<file path="src/elapsed_count_bits_pkg.sv">
package elapsed_count_bits_pkg;

    // ****************************************************************
    // widths
    // ****************************************************************
    localparam int DATA_W   = 16;
    localparam int ADDR_W   = 32;
    localparam int COUNT_W  = 48;
    localparam int SLICES   = 3;

    // ****************************************************************
    // register offsets
    // ****************************************************************
    localparam logic [31:0] COUNT_LOW_ADDR    = 32'h0B0000C0;
    localparam logic [31:0] COUNT_MID_ADDR    = 32'h0B0000C2;
    localparam logic [31:0] COUNT_HIGH_ADDR   = 32'h0B0000C4;
    localparam logic [31:0] COMPARE_LOW_ADDR  = 32'h0B0000C8;
    localparam logic [31:0] COMPARE_MID_ADDR  = 32'h0B0000CA;
    localparam logic [31:0] COMPARE_HIGH_ADDR = 32'h0B0000CC;
    localparam logic [31:0] EVENT_STATUS_ADDR = 32'h0B0000E0;
    localparam logic [31:0] EVENT_MASK_ADDR   = 32'h0B0000E2;

    // ****************************************************************
    // fields and reset values
    // ****************************************************************
    localparam int ALARM_BIT                  = 0;
    localparam logic [15:0] REG_RESET         = 16'h0000;
    localparam logic [47:0] COUNT_RESET       = 48'h000000000000;
    localparam logic [47:0] COUNT_STEP        = 48'h000000000001;
    localparam logic [2:0]  ALL_SLICES        = 3'h7;
    localparam logic [2:0]  NO_SLICES         = 3'h0;

    // ****************************************************************
    // timing
    // ****************************************************************
    localparam int CLK_FREQ_HZ      = 50000000;
    localparam int RTC_FREQ_MHZ_X1K = 32768;
    localparam int REWRITE_GAP_US   = 100;
    localparam int REWRITE_GAP_CYC  = (REWRITE_GAP_US * (CLK_FREQ_HZ / 1000000));

endpackage

</file>
<file path="src/slice_load_if.sv">
`timescale 1ns/10ps
interface slice_load_if;
    logic [2:0]  wr_sel;
    logic [15:0] wr_data;
    logic        load;
    logic [47:0] value;

    modport ctrl  (output wr_sel, output wr_data, input load, input value);
    modport stage (input wr_sel, input wr_data, output load, output value);
endinterface

</file>
<file path="src/slice_stager.sv">
`timescale 1ns/10ps
module slice_stager (
    input  wire logic   clk_in,
    input  wire logic   any_rst_in,
    slice_load_if.stage sl
);

    logic [47:0] hold_ff;
    logic [2:0]  seen_ff;
    logic [47:0] nxt_hold;
    logic [2:0]  nxt_seen;
    logic        all_seen;

    // ****************************************************************
    // slice gathering
    // ****************************************************************
    genvar g;
    generate
        for (g = 0; g < elapsed_count_bits_pkg::SLICES; g++) begin : g_slice
            assign nxt_hold[g*elapsed_count_bits_pkg::DATA_W +: elapsed_count_bits_pkg::DATA_W] = sl.wr_sel[g] ?
                sl.wr_data : hold_ff[g*elapsed_count_bits_pkg::DATA_W +: elapsed_count_bits_pkg::DATA_W];
        end
    endgenerate

    // slices may arrive in any order; a repeated slice just overwrites
    assign all_seen = ((seen_ff | sl.wr_sel) == elapsed_count_bits_pkg::ALL_SLICES);
    assign nxt_seen = all_seen ? elapsed_count_bits_pkg::NO_SLICES : (seen_ff | sl.wr_sel);
    assign sl.load  = all_seen;
    assign sl.value = nxt_hold;

    always_ff @(posedge clk_in) begin
        if (any_rst_in) begin
            hold_ff <= elapsed_count_bits_pkg::COUNT_RESET;
            seen_ff <= elapsed_count_bits_pkg::NO_SLICES;
        end else begin
            hold_ff <= nxt_hold;
            seen_ff <= nxt_seen;
        end
    end

endmodule

</file>
<file path="src/elapsed_time_counter_alarm.sv">
// The plain strobed port was left to the implementer.
`timescale 1ns/10ps
// Functional notes
// - 48-bit counter steps once per rtc tick
// - count bits split low, mid, high slices
// - count equal compare raises alarm, keeps counting
// - count load after all three slices written
// - 48-bit compare in three read/write slices
// - compare changes only after all three slices
// - count reads are live, no snapshot
// - rtc reset zeroes compare, others keep it
// - count wraps to zero past maximum
module elapsed_time_counter_alarm (
    input  wire logic        CLK_IN,
    input  wire logic        SRST_IN,
    input  wire logic        RTC_DOMAIN_RESET_IN,
    input  wire logic        RTC_CLK_IN,
    input  wire logic [31:0] ADDR_IN,
    input  wire logic [15:0] WDATA_IN,
    input  wire logic        WR_IN,
    input  wire logic        RD_IN,
    output logic      [15:0] RDATA_OUT,
    output logic             ALARM_IRQ_OUT
);

    // ****************************************************************
    // declarations
    // ****************************************************************
    logic        any_rst;
    logic        rtc_s1_ff;
    logic        rtc_s2_ff;
    logic        rtc_s3_ff;
    logic        rtc_level_ff;
    logic        rtc_agree;
    logic        rtc_tick;
    logic [47:0] count_ff;
    logic [47:0] nxt_count;
    logic [47:0] compare_ff;
    logic [47:0] nxt_compare;
    logic        match;
    logic        match_prev_ff;
    logic        alarm_event;
    logic        status_ff;
    logic        nxt_status;
    logic        mask_ff;
    logic        nxt_mask;
    logic [15:0] rdata_ff;
    logic [15:0] nxt_rdata;
    logic [2:0]  count_hit;
    logic [2:0]  compare_hit;
    logic        status_hit;
    logic        mask_hit;
    logic [15:0] count_rd;
    logic [15:0] compare_rd;
    logic        status_clear;
    logic        status_wr;
    logic        mask_wr;
    logic [47:0] count_plus;
    logic [15:0] status_rd;
    logic [15:0] mask_rd;
    logic [15:0] slice_rd;

    slice_load_if count_sl ();
    slice_load_if compare_sl ();

    // ****************************************************************
    // address decode
    // ****************************************************************
    function automatic logic [2:0] slice_hit(input logic [31:0] addr,
                                             input logic [31:0] lo,
                                             input logic [31:0] mid,
                                             input logic [31:0] hi);
        slice_hit = {addr == hi, addr == mid, addr == lo};
    endfunction

    function automatic logic [15:0] pick_slice(input logic [47:0] value,
                                               input logic [2:0]  hit);
        logic [15:0] word;
        word = elapsed_count_bits_pkg::REG_RESET;
        for (int s = 0; s < elapsed_count_bits_pkg::SLICES; s++) begin
            if (hit[s]) begin
                word = value[s*elapsed_count_bits_pkg::DATA_W +: elapsed_count_bits_pkg::DATA_W];
            end
        end
        return word;
    endfunction

    function automatic logic [15:0] flag_word(input logic flag);
        logic [15:0] word;
        word                       = elapsed_count_bits_pkg::REG_RESET;
        word[elapsed_count_bits_pkg::ALARM_BIT] = flag;
        return word;
    endfunction

    assign count_hit   = slice_hit(ADDR_IN, elapsed_count_bits_pkg::COUNT_LOW_ADDR,
                                   elapsed_count_bits_pkg::COUNT_MID_ADDR, elapsed_count_bits_pkg::COUNT_HIGH_ADDR);
    assign compare_hit = slice_hit(ADDR_IN, elapsed_count_bits_pkg::COMPARE_LOW_ADDR,
                                   elapsed_count_bits_pkg::COMPARE_MID_ADDR, elapsed_count_bits_pkg::COMPARE_HIGH_ADDR);
    assign status_hit  = (ADDR_IN == elapsed_count_bits_pkg::EVENT_STATUS_ADDR);
    assign mask_hit    = (ADDR_IN == elapsed_count_bits_pkg::EVENT_MASK_ADDR);

    // ****************************************************************
    // rtc clock pin sampling
    // ****************************************************************
    // the rtc clock is only sampled here; at 50 MHz each rtc phase spans
    // hundreds of cycles, so a three-stage chain whose last two stages must agree is ample
    assign rtc_agree = (rtc_s2_ff == rtc_s3_ff);
    assign rtc_tick  = rtc_agree && rtc_s3_ff && !rtc_level_ff;

    // no reset on the sampling chain: the system reset must not stall
    // time, so ticks keep landing while it is held
    always_ff @(posedge CLK_IN) begin
        rtc_s1_ff <= RTC_CLK_IN;
        rtc_s2_ff <= rtc_s1_ff;
        rtc_s3_ff <= rtc_s2_ff;
    end

    // follows the pin during the rtc reset, so a pin that is high at
    // release gives no false tick
    always_ff @(posedge CLK_IN) begin
        if (RTC_DOMAIN_RESET_IN) begin
            rtc_level_ff <= rtc_s3_ff;
        end else if (rtc_agree) begin
            rtc_level_ff <= rtc_s3_ff;
        end else begin
            rtc_level_ff <= rtc_level_ff;
        end
    end

    // ****************************************************************
    // slice staging
    // ****************************************************************
    assign any_rst            = SRST_IN || RTC_DOMAIN_RESET_IN;
    assign count_sl.wr_sel    = WR_IN ? count_hit : elapsed_count_bits_pkg::NO_SLICES;
    assign count_sl.wr_data   = WDATA_IN;
    assign compare_sl.wr_sel  = WR_IN ? compare_hit : elapsed_count_bits_pkg::NO_SLICES;
    assign compare_sl.wr_data = WDATA_IN;

    slice_stager u_count_stage (
        .clk_in     (CLK_IN),
        .any_rst_in (any_rst),
        .sl         (count_sl)
    );

    slice_stager u_compare_stage (
        .clk_in     (CLK_IN),
        .any_rst_in (any_rst),
        .sl         (compare_sl)
    );

    // ****************************************************************
    // counter and compare
    // ****************************************************************
    // a complete software load wins over a tick in the same cycle
    assign count_plus  = count_ff + elapsed_count_bits_pkg::COUNT_STEP;
    assign nxt_count   = count_sl.load ? count_sl.value :
                         rtc_tick      ? count_plus :
                         count_ff;
    assign nxt_compare = compare_sl.load ? compare_sl.value : compare_ff;

    // only the rtc reset touches these; the system reset lets time run on
    always_ff @(posedge CLK_IN) begin
        if (RTC_DOMAIN_RESET_IN) begin
            count_ff <= elapsed_count_bits_pkg::COUNT_RESET;
        end else begin
            count_ff <= nxt_count;
        end
    end

    always_ff @(posedge CLK_IN) begin
        if (RTC_DOMAIN_RESET_IN) begin
            compare_ff <= elapsed_count_bits_pkg::COUNT_RESET;
        end else begin
            compare_ff <= nxt_compare;
        end
    end

    // ****************************************************************
    // alarm and interrupt
    // ****************************************************************
    // edge of equality, so one match gives one event though the value
    // stays equal for a whole rtc period
    assign match        = (count_ff == compare_ff);
    assign alarm_event  = match && !match_prev_ff;
    assign status_wr    = WR_IN && status_hit;
    assign mask_wr      = WR_IN && mask_hit;
    assign status_clear = status_wr && WDATA_IN[elapsed_count_bits_pkg::ALARM_BIT];
    // an alarm in the cycle of a clear wins, so no event is lost
    assign nxt_status   = alarm_event || (status_ff && !status_clear);
    assign nxt_mask     = mask_wr ? WDATA_IN[elapsed_count_bits_pkg::ALARM_BIT] : mask_ff;

    // starts as matching, so zero count against zero compare after a
    // reset raises no alarm
    always_ff @(posedge CLK_IN) begin
        if (any_rst) begin
            match_prev_ff <= 1'b1;
        end else begin
            match_prev_ff <= match;
        end
    end

    always_ff @(posedge CLK_IN) begin
        if (any_rst) begin
            status_ff <= 1'b0;
        end else begin
            status_ff <= nxt_status;
        end
    end

    always_ff @(posedge CLK_IN) begin
        if (any_rst) begin
            mask_ff <= 1'b0;
        end else begin
            mask_ff <= nxt_mask;
        end
    end

    assign ALARM_IRQ_OUT = status_ff && mask_ff;

    // ****************************************************************
    // read path
    // ****************************************************************
    // no snapshot: a read of any slice sees the count as it is now
    assign count_rd   = pick_slice(count_ff, count_hit);
    assign compare_rd = pick_slice(compare_ff, compare_hit);
    assign status_rd  = flag_word(status_ff);
    assign mask_rd    = flag_word(mask_ff);
    assign slice_rd   = count_rd | compare_rd;
    assign nxt_rdata  = !RD_IN     ? elapsed_count_bits_pkg::REG_RESET :
                        status_hit ? status_rd :
                        mask_hit   ? mask_rd :
                        slice_rd;

    always_ff @(posedge CLK_IN) begin
        if (SRST_IN) begin
            rdata_ff <= elapsed_count_bits_pkg::REG_RESET;
        end else begin
            rdata_ff <= nxt_rdata;
        end
    end

    assign RDATA_OUT = rdata_ff;

endmodule

</file>
<file path="config.mk">
export PLATFORM = sky130hd
export DESIGN_NAME = elapsed_time_counter_alarm
export DESIGN_NICKNAME = d
export VERILOG_FILES = /design/src/elapsed_count_bits_pkg.sv /design/src/slice_load_if.sv /design/src/slice_stager.sv /design/src/elapsed_time_counter_alarm.sv
export SDC_FILE = /design/constraint.sdc
export NUM_CORES = 1
export LEC_CHECK = 0
export BUFFER_PORTS_ARGS = -buffer_cell sky130_fd_sc_hd__buf_2
export CAP_MARGIN = 20
export CORE_UTILIZATION = 60
export DETAILED_ROUTE_END_ITERATION = 12
export GPL_TIMING_DRIVEN = 0
export PLACE_DENSITY_LB_ADDON = 0.25
export SYNTH_ARGS = -nofsm -noshare
export SYNTH_HDL_FRONTEND = slang
export SYNTH_HIERARCHICAL = 1
export SYNTH_SLANG_ARGS = --single-unit
</file>
<file path="constraint.sdc">
create_clock -name CLK_IN -period 4.97 [get_ports CLK_IN]
set_input_delay 0.2485 -clock CLK_IN [delete_from_list [all_inputs] [get_ports CLK_IN]]
set_output_delay 0.2485 -clock CLK_IN [all_outputs]
set_load 0.02 [all_outputs]
</file>
==> flow_metrics.env, run 1 <==
export IMPL_start_kind="primary input"
export IMPL_clock_skew_ns=0.00924
export IMPL_cts_tree="built"
export IMPL_cts_setup_buffers=0
export IMPL_grt_pass1_wl_mm=46.0
export IMPL_grt_pass1_vias=8107
export IMPL_slew_viol_final=0
export IMPL_synth_distinct_cells=56
export IMPL_clk_latency_ns=0.50
export IMPL_hold_path_class="primary input to flop"
export IMPL_synth_top_cell_area_share_pct=41.1
export IMPL_gr_total_overflow=0
export IMPL_power_total_w=0.00367
export IMPL_synth_seq_cells=221
export IMPL_crit_slowest_cell="nor4_1"
export IMPL_syn_nets=1150
export IMPL_numPortBuffers=68
export IMPL_critical_path_max_stage_delay_ns=0.76
export IMPL_drt_pass1_iter_count=6
export IMPL_yosysWarnings=6
export IMPL_wl_mm=30.1
export IMPL_maxCapViolCount=0
export IMPL_synth_ff_type="dfxtp_1"
export IMPL_antenna_left=0
export IMPL_drt_iter0_markers=741
export IMPL_end_kind="flop"
export IMPL_required_ns=5.39
export IMPL_leakagePower_nw=4.44
export IMPL_period_minus_slack_ns=4.18
export IMPL_synth_area_top_cells="dfxtp_1, mux2_2, xnor2_1, mux2_4, and2_1"
export IMPL_crit_fanout=10
export IMPL_synth_edf_count=1
export IMPL_placementRows=48
export IMPL_num_vias=8553
export IMPL_vias_per_cell=5.98
export IMPL_drc=0
export IMPL_critPathBufInv=7
export IMPL_grt_max_degree=15
export IMPL_grt_setup_unrepaired="false"
export IMPL_diodes=0
export IMPL_tns_ns=0
export IMPL_synth_area_per_cell_um2=9.80
export IMPL_synth_seq_area_share_pct=41.4
export IMPL_track_usage_pct=33.2
export IMPL_holdBufCountCts=2
export IMPL_synth_area_mm2=0.0107
export IMPL_vdd_drop_max_uv=305
export IMPL_antenna_found_initial=0
export IMPL_wl_per_cell_um=21.1
export IMPL_dieArea_mm2=0.0184
export IMPL_syn_inst=1094
export IMPL_yosys_area_top_type="dfxtp_1"
export IMPL_drive_gt1_share_pct=21.7
export IMPL_crit_family="buffers and inverters"
export IMPL_max_slew_margin_pct=42.3
export IMPL_async_flop_share_pct=0
export IMPL_cts_max_level=1
export IMPL_final_net_count=1246
export IMPL_syn2layout_area_growth_pct=13.3
export IMPL_place_gp_congestion=0.991
export IMPL_cts_made_buffers=23
export IMPL_critical_path_arrival_ns=4.60
export IMPL_hold_viol_final=0
export IMPL_clkSinkCount=221
export IMPL_holdWs_ns=0.121
export IMPL_num_io_pins=71
export IMPL_die_height_um=136
export IMPL_root_buffer="clkbuf_16"
export IMPL_crit_type="primary input to flop"
export IMPL_post_cts_resized=0
export IMPL_place_hpwl_mm=22.5
export IMPL_status="finished, final reports clean"
export IMPL_core_area_mm2=0.0174
export IMPL_fin_crit_sh_pct=84.2
export IMPL_initial_core_util_pct=61.8
export IMPL_r2r_setup_slack_ns=2.10
export IMPL_dieWidth_um=136
export IMPL_worst_path_most_repeated_cell="clkbuf_1"
export IMPL_clk_path_buf_depth=3
export IMPL_p_per_area_mw_per_mm2=302
export IMPL_achievable_frequency_ghz=0.239
export IMPL_cp_cell_sequence="buf_2, clkbuf_1, nor4_1, and2_0, clkbuf_1, nor2b_1, buf_6, buf_12, o22ai_1, nor2_1, clkbuf_1, clkbuf_1, nand2_1, a21oi_1"
export IMPL_clk_pin_slew_ns=0.06
export IMPL_worstMarginPinSlew_ns=0.865
export IMPL_setup_viol=0
## worst paths after layout
| kind | start | to | cells past startpoint |
|---|---|---|---|
| setup / recovery | ADDR_IN[2] | count_ff[4] | 14 |
| hold / removal | WDATA_IN[0] | mask_ff | 3 |
| setup reg to reg | count_ff[2] | count_ff[32] | 7 |
| hold reg to reg | rtc_s1_ff | rtc_s2_ff | 0 |
## synth_stat cells, drive strengths merged, types with 8 or more instances
cell type  count
a222oi        13
nor4          28
mux2         124
xnor2         82
nor3          25
a211oi        27
nand4         29
and2         103
clkbuf        60
a21oi         24
buf           24
dfxtp        220
nor2b          8
inv           20
mux2i         53
nand3         16
nor2         116
nand2         50
## worst min-delay path, cell delays in order
cell and delay [ns]:
buf_2 0.17, nand3_1 0.09, a21oi_1 0.06
## where the power goes
part | switching, W | total [W] | internal, W
sequential | 0.00000303 | 0.00178 | 0.00178
clock | 0.000700 | 0.00178 | 0.00108
combinational | 0.0000771 | 0.000110 | 0.0000325
## cell families after synthesis
group	after synthesis	share of synthesized area, %
buffers and inverters	104	5.09
xor gates and xnor gates	82	6.70
adders and majority gates	2	0.233
and+or+nand+nor	407	20.0
DFF	221	41.4
AOI/OAI and AO/OA	101	7.00
muxes	177	19.6
## registers in the layout, summed over array words and instances (netlist names)
signal and count:
mask_ff 1, RDATA_OUT 16, u_count_stage/hold_ff 48, match_prev_ff 1, compare_ff 48, u_count_stage/seen_ff 3, rtc_s3_ff 1, rtc_level_ff 1
count_ff 48, rtc_s2_ff 1, u_compare_stage/seen_ff 3, rtc_s1_ff 1, status_ff 1, u_compare_stage/hold_ff 48
## layer usage
layer	wire, µm	vias to the layer above	GRT usage (%)
met5	0	-	0
met1	13400	4076	44.5
met2	13100	360	51.6
met4	1330	0	15.2
li1	-	4036	-
met3	2370	81	6.06
## layout by cell type (no fill, tap or decap), types with 3 or more instances in the layout
master	instances
a222oi_1	13
clkbuf_8	5
clkbuf_16	23
buf_1	4
buf_2	76
nand3_1	16
a211oi_1	27
xnor2_1	82
a221oi_1	3
mux2i_1	53
and2_4	4
nand4_1	29
nor3b_1	3
nor2b_1	8
nor4_1	28
o21ai_0	6
mux2_2	78
and2_1	98
or4_1	6
dfxtp_1	220
inv_1	19
nand2_1	50
mux2_4	46
a2111oi_0	7
a311oi_1	4
clkinv_2	4
bufinv_16	3
nor2_1	116
a21oi_1	24
and3_1	5
buf_12	6
clkbuf_1	63
and4_1	6
nor3_1	25
buf_6	6
## stage by stage
stage / instance area, µm² / setup slack, ns / util (%) / cells
4_1_cts: 12100 / 0.895 / 70.0 / 1429
6_report: 12100 / 0.787 / 70.0 / 1430
3_3_place_gp: 11300 / 0.405 / 65.3 / 1387
2_1_floorplan: 10700 / 1.59 / - / 1094
3_5_place_dp: 11300 / 0.405 / 65.3 / 1387
5_1_grt: 12100 / 0.502 / 70.0 / 1430
## layout make-up
cell class / count / area (µm²)
inverter: 20 / 75.1
sequential: 221 / 4430
tap: 225 / 282
clock buffer: 31 / 656
clock inverter: 9 / 126
multi-input combinational: 769 / 5740
buffer: 84 / 470
timing repair buffer: 71 / 365
fill: 1342 / 5210
(Power assumes the default switching activity.)
==> inputs of run 2 (changes only) <==
- CORE_UTILIZATION: 60 -> 55
- clock period: 4.97 -> 3.7 ns (I/O delays scaled with it)
==> run 2 against run 1 <==
Effect of this change: sequential cell count unchanged; non-clock buffer count decreased by 1; sequential power increased by 34%; clock skew increased by 0.0074 ns; via count decreased by 1.2%; first-iteration DRC count decreased by 17%; clock-buffer cell count increased by 6; final cell count increased by 2.5%; routed wire length increased by 1.6%; highest routed layer unchanged.
==> flow_metrics.env, run 2 (synthesized netlist as in run 1, its figures left out) <==
export IMPL_die_height_um=142
export IMPL_internal_power_w=0.00387
export IMPL_clkPwrFrac_pct=48.6
export IMPL_seq_power_share_pct=48.4
export IMPL_fin_crit_sh_pct=92.7
export IMPL_num_io_pins=71
export IMPL_drive_gt1_share_pct=22.2
export IMPL_place_gp_congestion=0.990
export IMPL_p_per_area_mw_per_mm2=404
export IMPL_place_hpwl_mm=22.9
export IMPL_track_usage_pct=31.0
export IMPL_vdd_drop_max_uv=393
export IMPL_core_area_mm2=0.0189
export IMPL_numPortBuffers=68
export IMPL_syn2layout_area_growth_pct=14.1
export IMPL_hold_path_class="primary input to flop"
export IMPL_worstMarginPinSlew_ns=1.03
export IMPL_sw_frac_of_total_pct=21.6
export IMPL_crit_fanout=10
export IMPL_setup_viol=0
export IMPL_fin_ws_ns=0.272
export IMPL_drt_iter0_markers=616
export IMPL_maxCapViolCount=0
export IMPL_num_fill_cells=1615
export IMPL_required_ns=4.08
export IMPL_placementRows=50
export IMPL_diodes=0
export IMPL_end_kind="flop"
export IMPL_vias_per_cell=5.77
export IMPL_leakagePower_nw=4.46
export IMPL_initial_core_util_pct=56.7
export IMPL_power_frac_comb_pct=3.0
export IMPL_dieArea_mm2=0.0200
export IMPL_max_slew_margin_pct=30.4
export IMPL_met2_length_mm=13.8
export IMPL_met3_length_mm=2.07
export IMPL_utilization_pct=64.7
export IMPL_gr_total_overflow=0
export IMPL_clkSinkCount=221
export IMPL_dieWidth_um=142
export IMPL_critical_path_arrival_ns=3.81
export IMPL_clk_pin_slew_ns=0.06
export IMPL_achievable_frequency_ghz=0.292
export IMPL_hold_viol_final=0
export IMPL_crit_type="primary input to flop"
export IMPL_cts_tree="built"
export IMPL_wl_mm=30.6
export IMPL_cts_made_buffers=24
export IMPL_clk_path_buf_depth=3
export IMPL_start_kind="primary input"
export IMPL_final_net_count=1246
export IMPL_drc=0
export IMPL_final_common_cell="dfxtp_1"
export IMPL_root_buffer="clkbuf_16"
export IMPL_holdWs_ns=0.0400
export IMPL_clock_skew_ns=0.0166
export IMPL_grt_max_degree=14
export IMPL_p_switching_w=0.00107
export IMPL_power_total_w=0.00494
export IMPL_post_place_ws_ns=-0.876
export IMPL_wl_met1_mm=13.9
export IMPL_cts_max_level=1
export IMPL_slew_viol_final=0
export IMPL_grt_pass1_wl_mm=46.9
export IMPL_drt_pass1_iter_count=8
export IMPL_status="finished, final reports clean"
export IMPL_antenna_left=0
export IMPL_clk_latency_ns=0.52
export IMPL_final_cell_mix="dfxtp_1, nor2_1, and2_1"
export IMPL_period_minus_slack_ns=3.43
export IMPL_grt_setup_unrepaired="false"
export IMPL_grt_pass1_vias=7967
export IMPL_num_vias=8454
export IMPL_wl_per_cell_um=20.9
export IMPL_antenna_found_initial=0
export IMPL_highest_layer="met4"
==> run 2: cell count changes in the layout (fill, tap and decap cells not counted), moves of 2 or more <==
cell,delta
buf_1,-3
clkbuf_2,+3
clkbuf_8,+2
bufinv_16,-2
clkbuf_16,+2
==> run 2: timing repair <==
action | 4_1_cts | 5_1_grt
hold buffers | 2 | 0
resized for setup | 4 | 5
setup endpoints to repair | 56 | 65
setup buffers | 0 | 0
pin swaps | 0 | 0
endpoints found under the hold margin | 3 | 0
==> run 2: per-stage QoR <==
step	instances	TNS, ns	cell area [µm²]
after global placement	1422	-41.04	11400
after CTS	1466	0	12200
final	1466	0	12200
after global routing	1466	0	12200
after detailed placement	1422	-41.21	11400
after floorplan	1094	0	10700
==> run 2: layout make-up <==
type,count,area (µm²),share of cell area (%)
clock buffer,37,741,6.06
inverter,20,75.1,0.614
clock inverter,5,56.3,0.461
timing repair buffer,70,360,2.95
sequential,221,4430,36.3
buffer,84,477,3.90
multi-input combinational,769,5760,47.1
tap,260,325,2.66
==> run 2: worst paths after layout <==
kind	startpoint	to	slack (ns)	cells past startpoint
max	ADDR_IN[3]	compare_ff[30]	0.27	15
min	WDATA_IN[0]	mask_ff	0.04	3
max reg2reg	count_ff[2]	count_ff[32]	0.95	7
min reg2reg	rtc_s1_ff	rtc_s2_ff	0.33	0
==> run 2: worst max-delay path: stages <==
cell	delay (ns)
clkbuf_1	0.35
and3b_1	0.35
and2_1	0.15
clkbuf_1	0.24
clkbuf_1	0.50
nor2b_1	0.23
buf_6	0.18
buf_12	0.17
o22ai_1	0.11
nor2_1	0.09
clkbuf_1	0.14
clkbuf_2	0.36
buf_2	0.42
mux2i_1	0.25
nor2_1	0.05
==> run 2: per-layer routing <==
metal  vias up  track usage (%)
li1       4031                -
met1      4023             41.5
met2       347             51.2
met3        53             5.53
met4         0             9.17
met5         -                0
==> run 2: power groups by stage <==
stage	combinational [W]	clock, W	sequential, W
finish	0.000150	0.00240	0.00239
global route	0.000160	0.00252	0.00239
CTS	0.000147	0.00243	0.00239
detailed placement	0.000144	0	0.00244
global placement	0.000144	0	0.00244
floorplan	0.0000575	0	0.00244
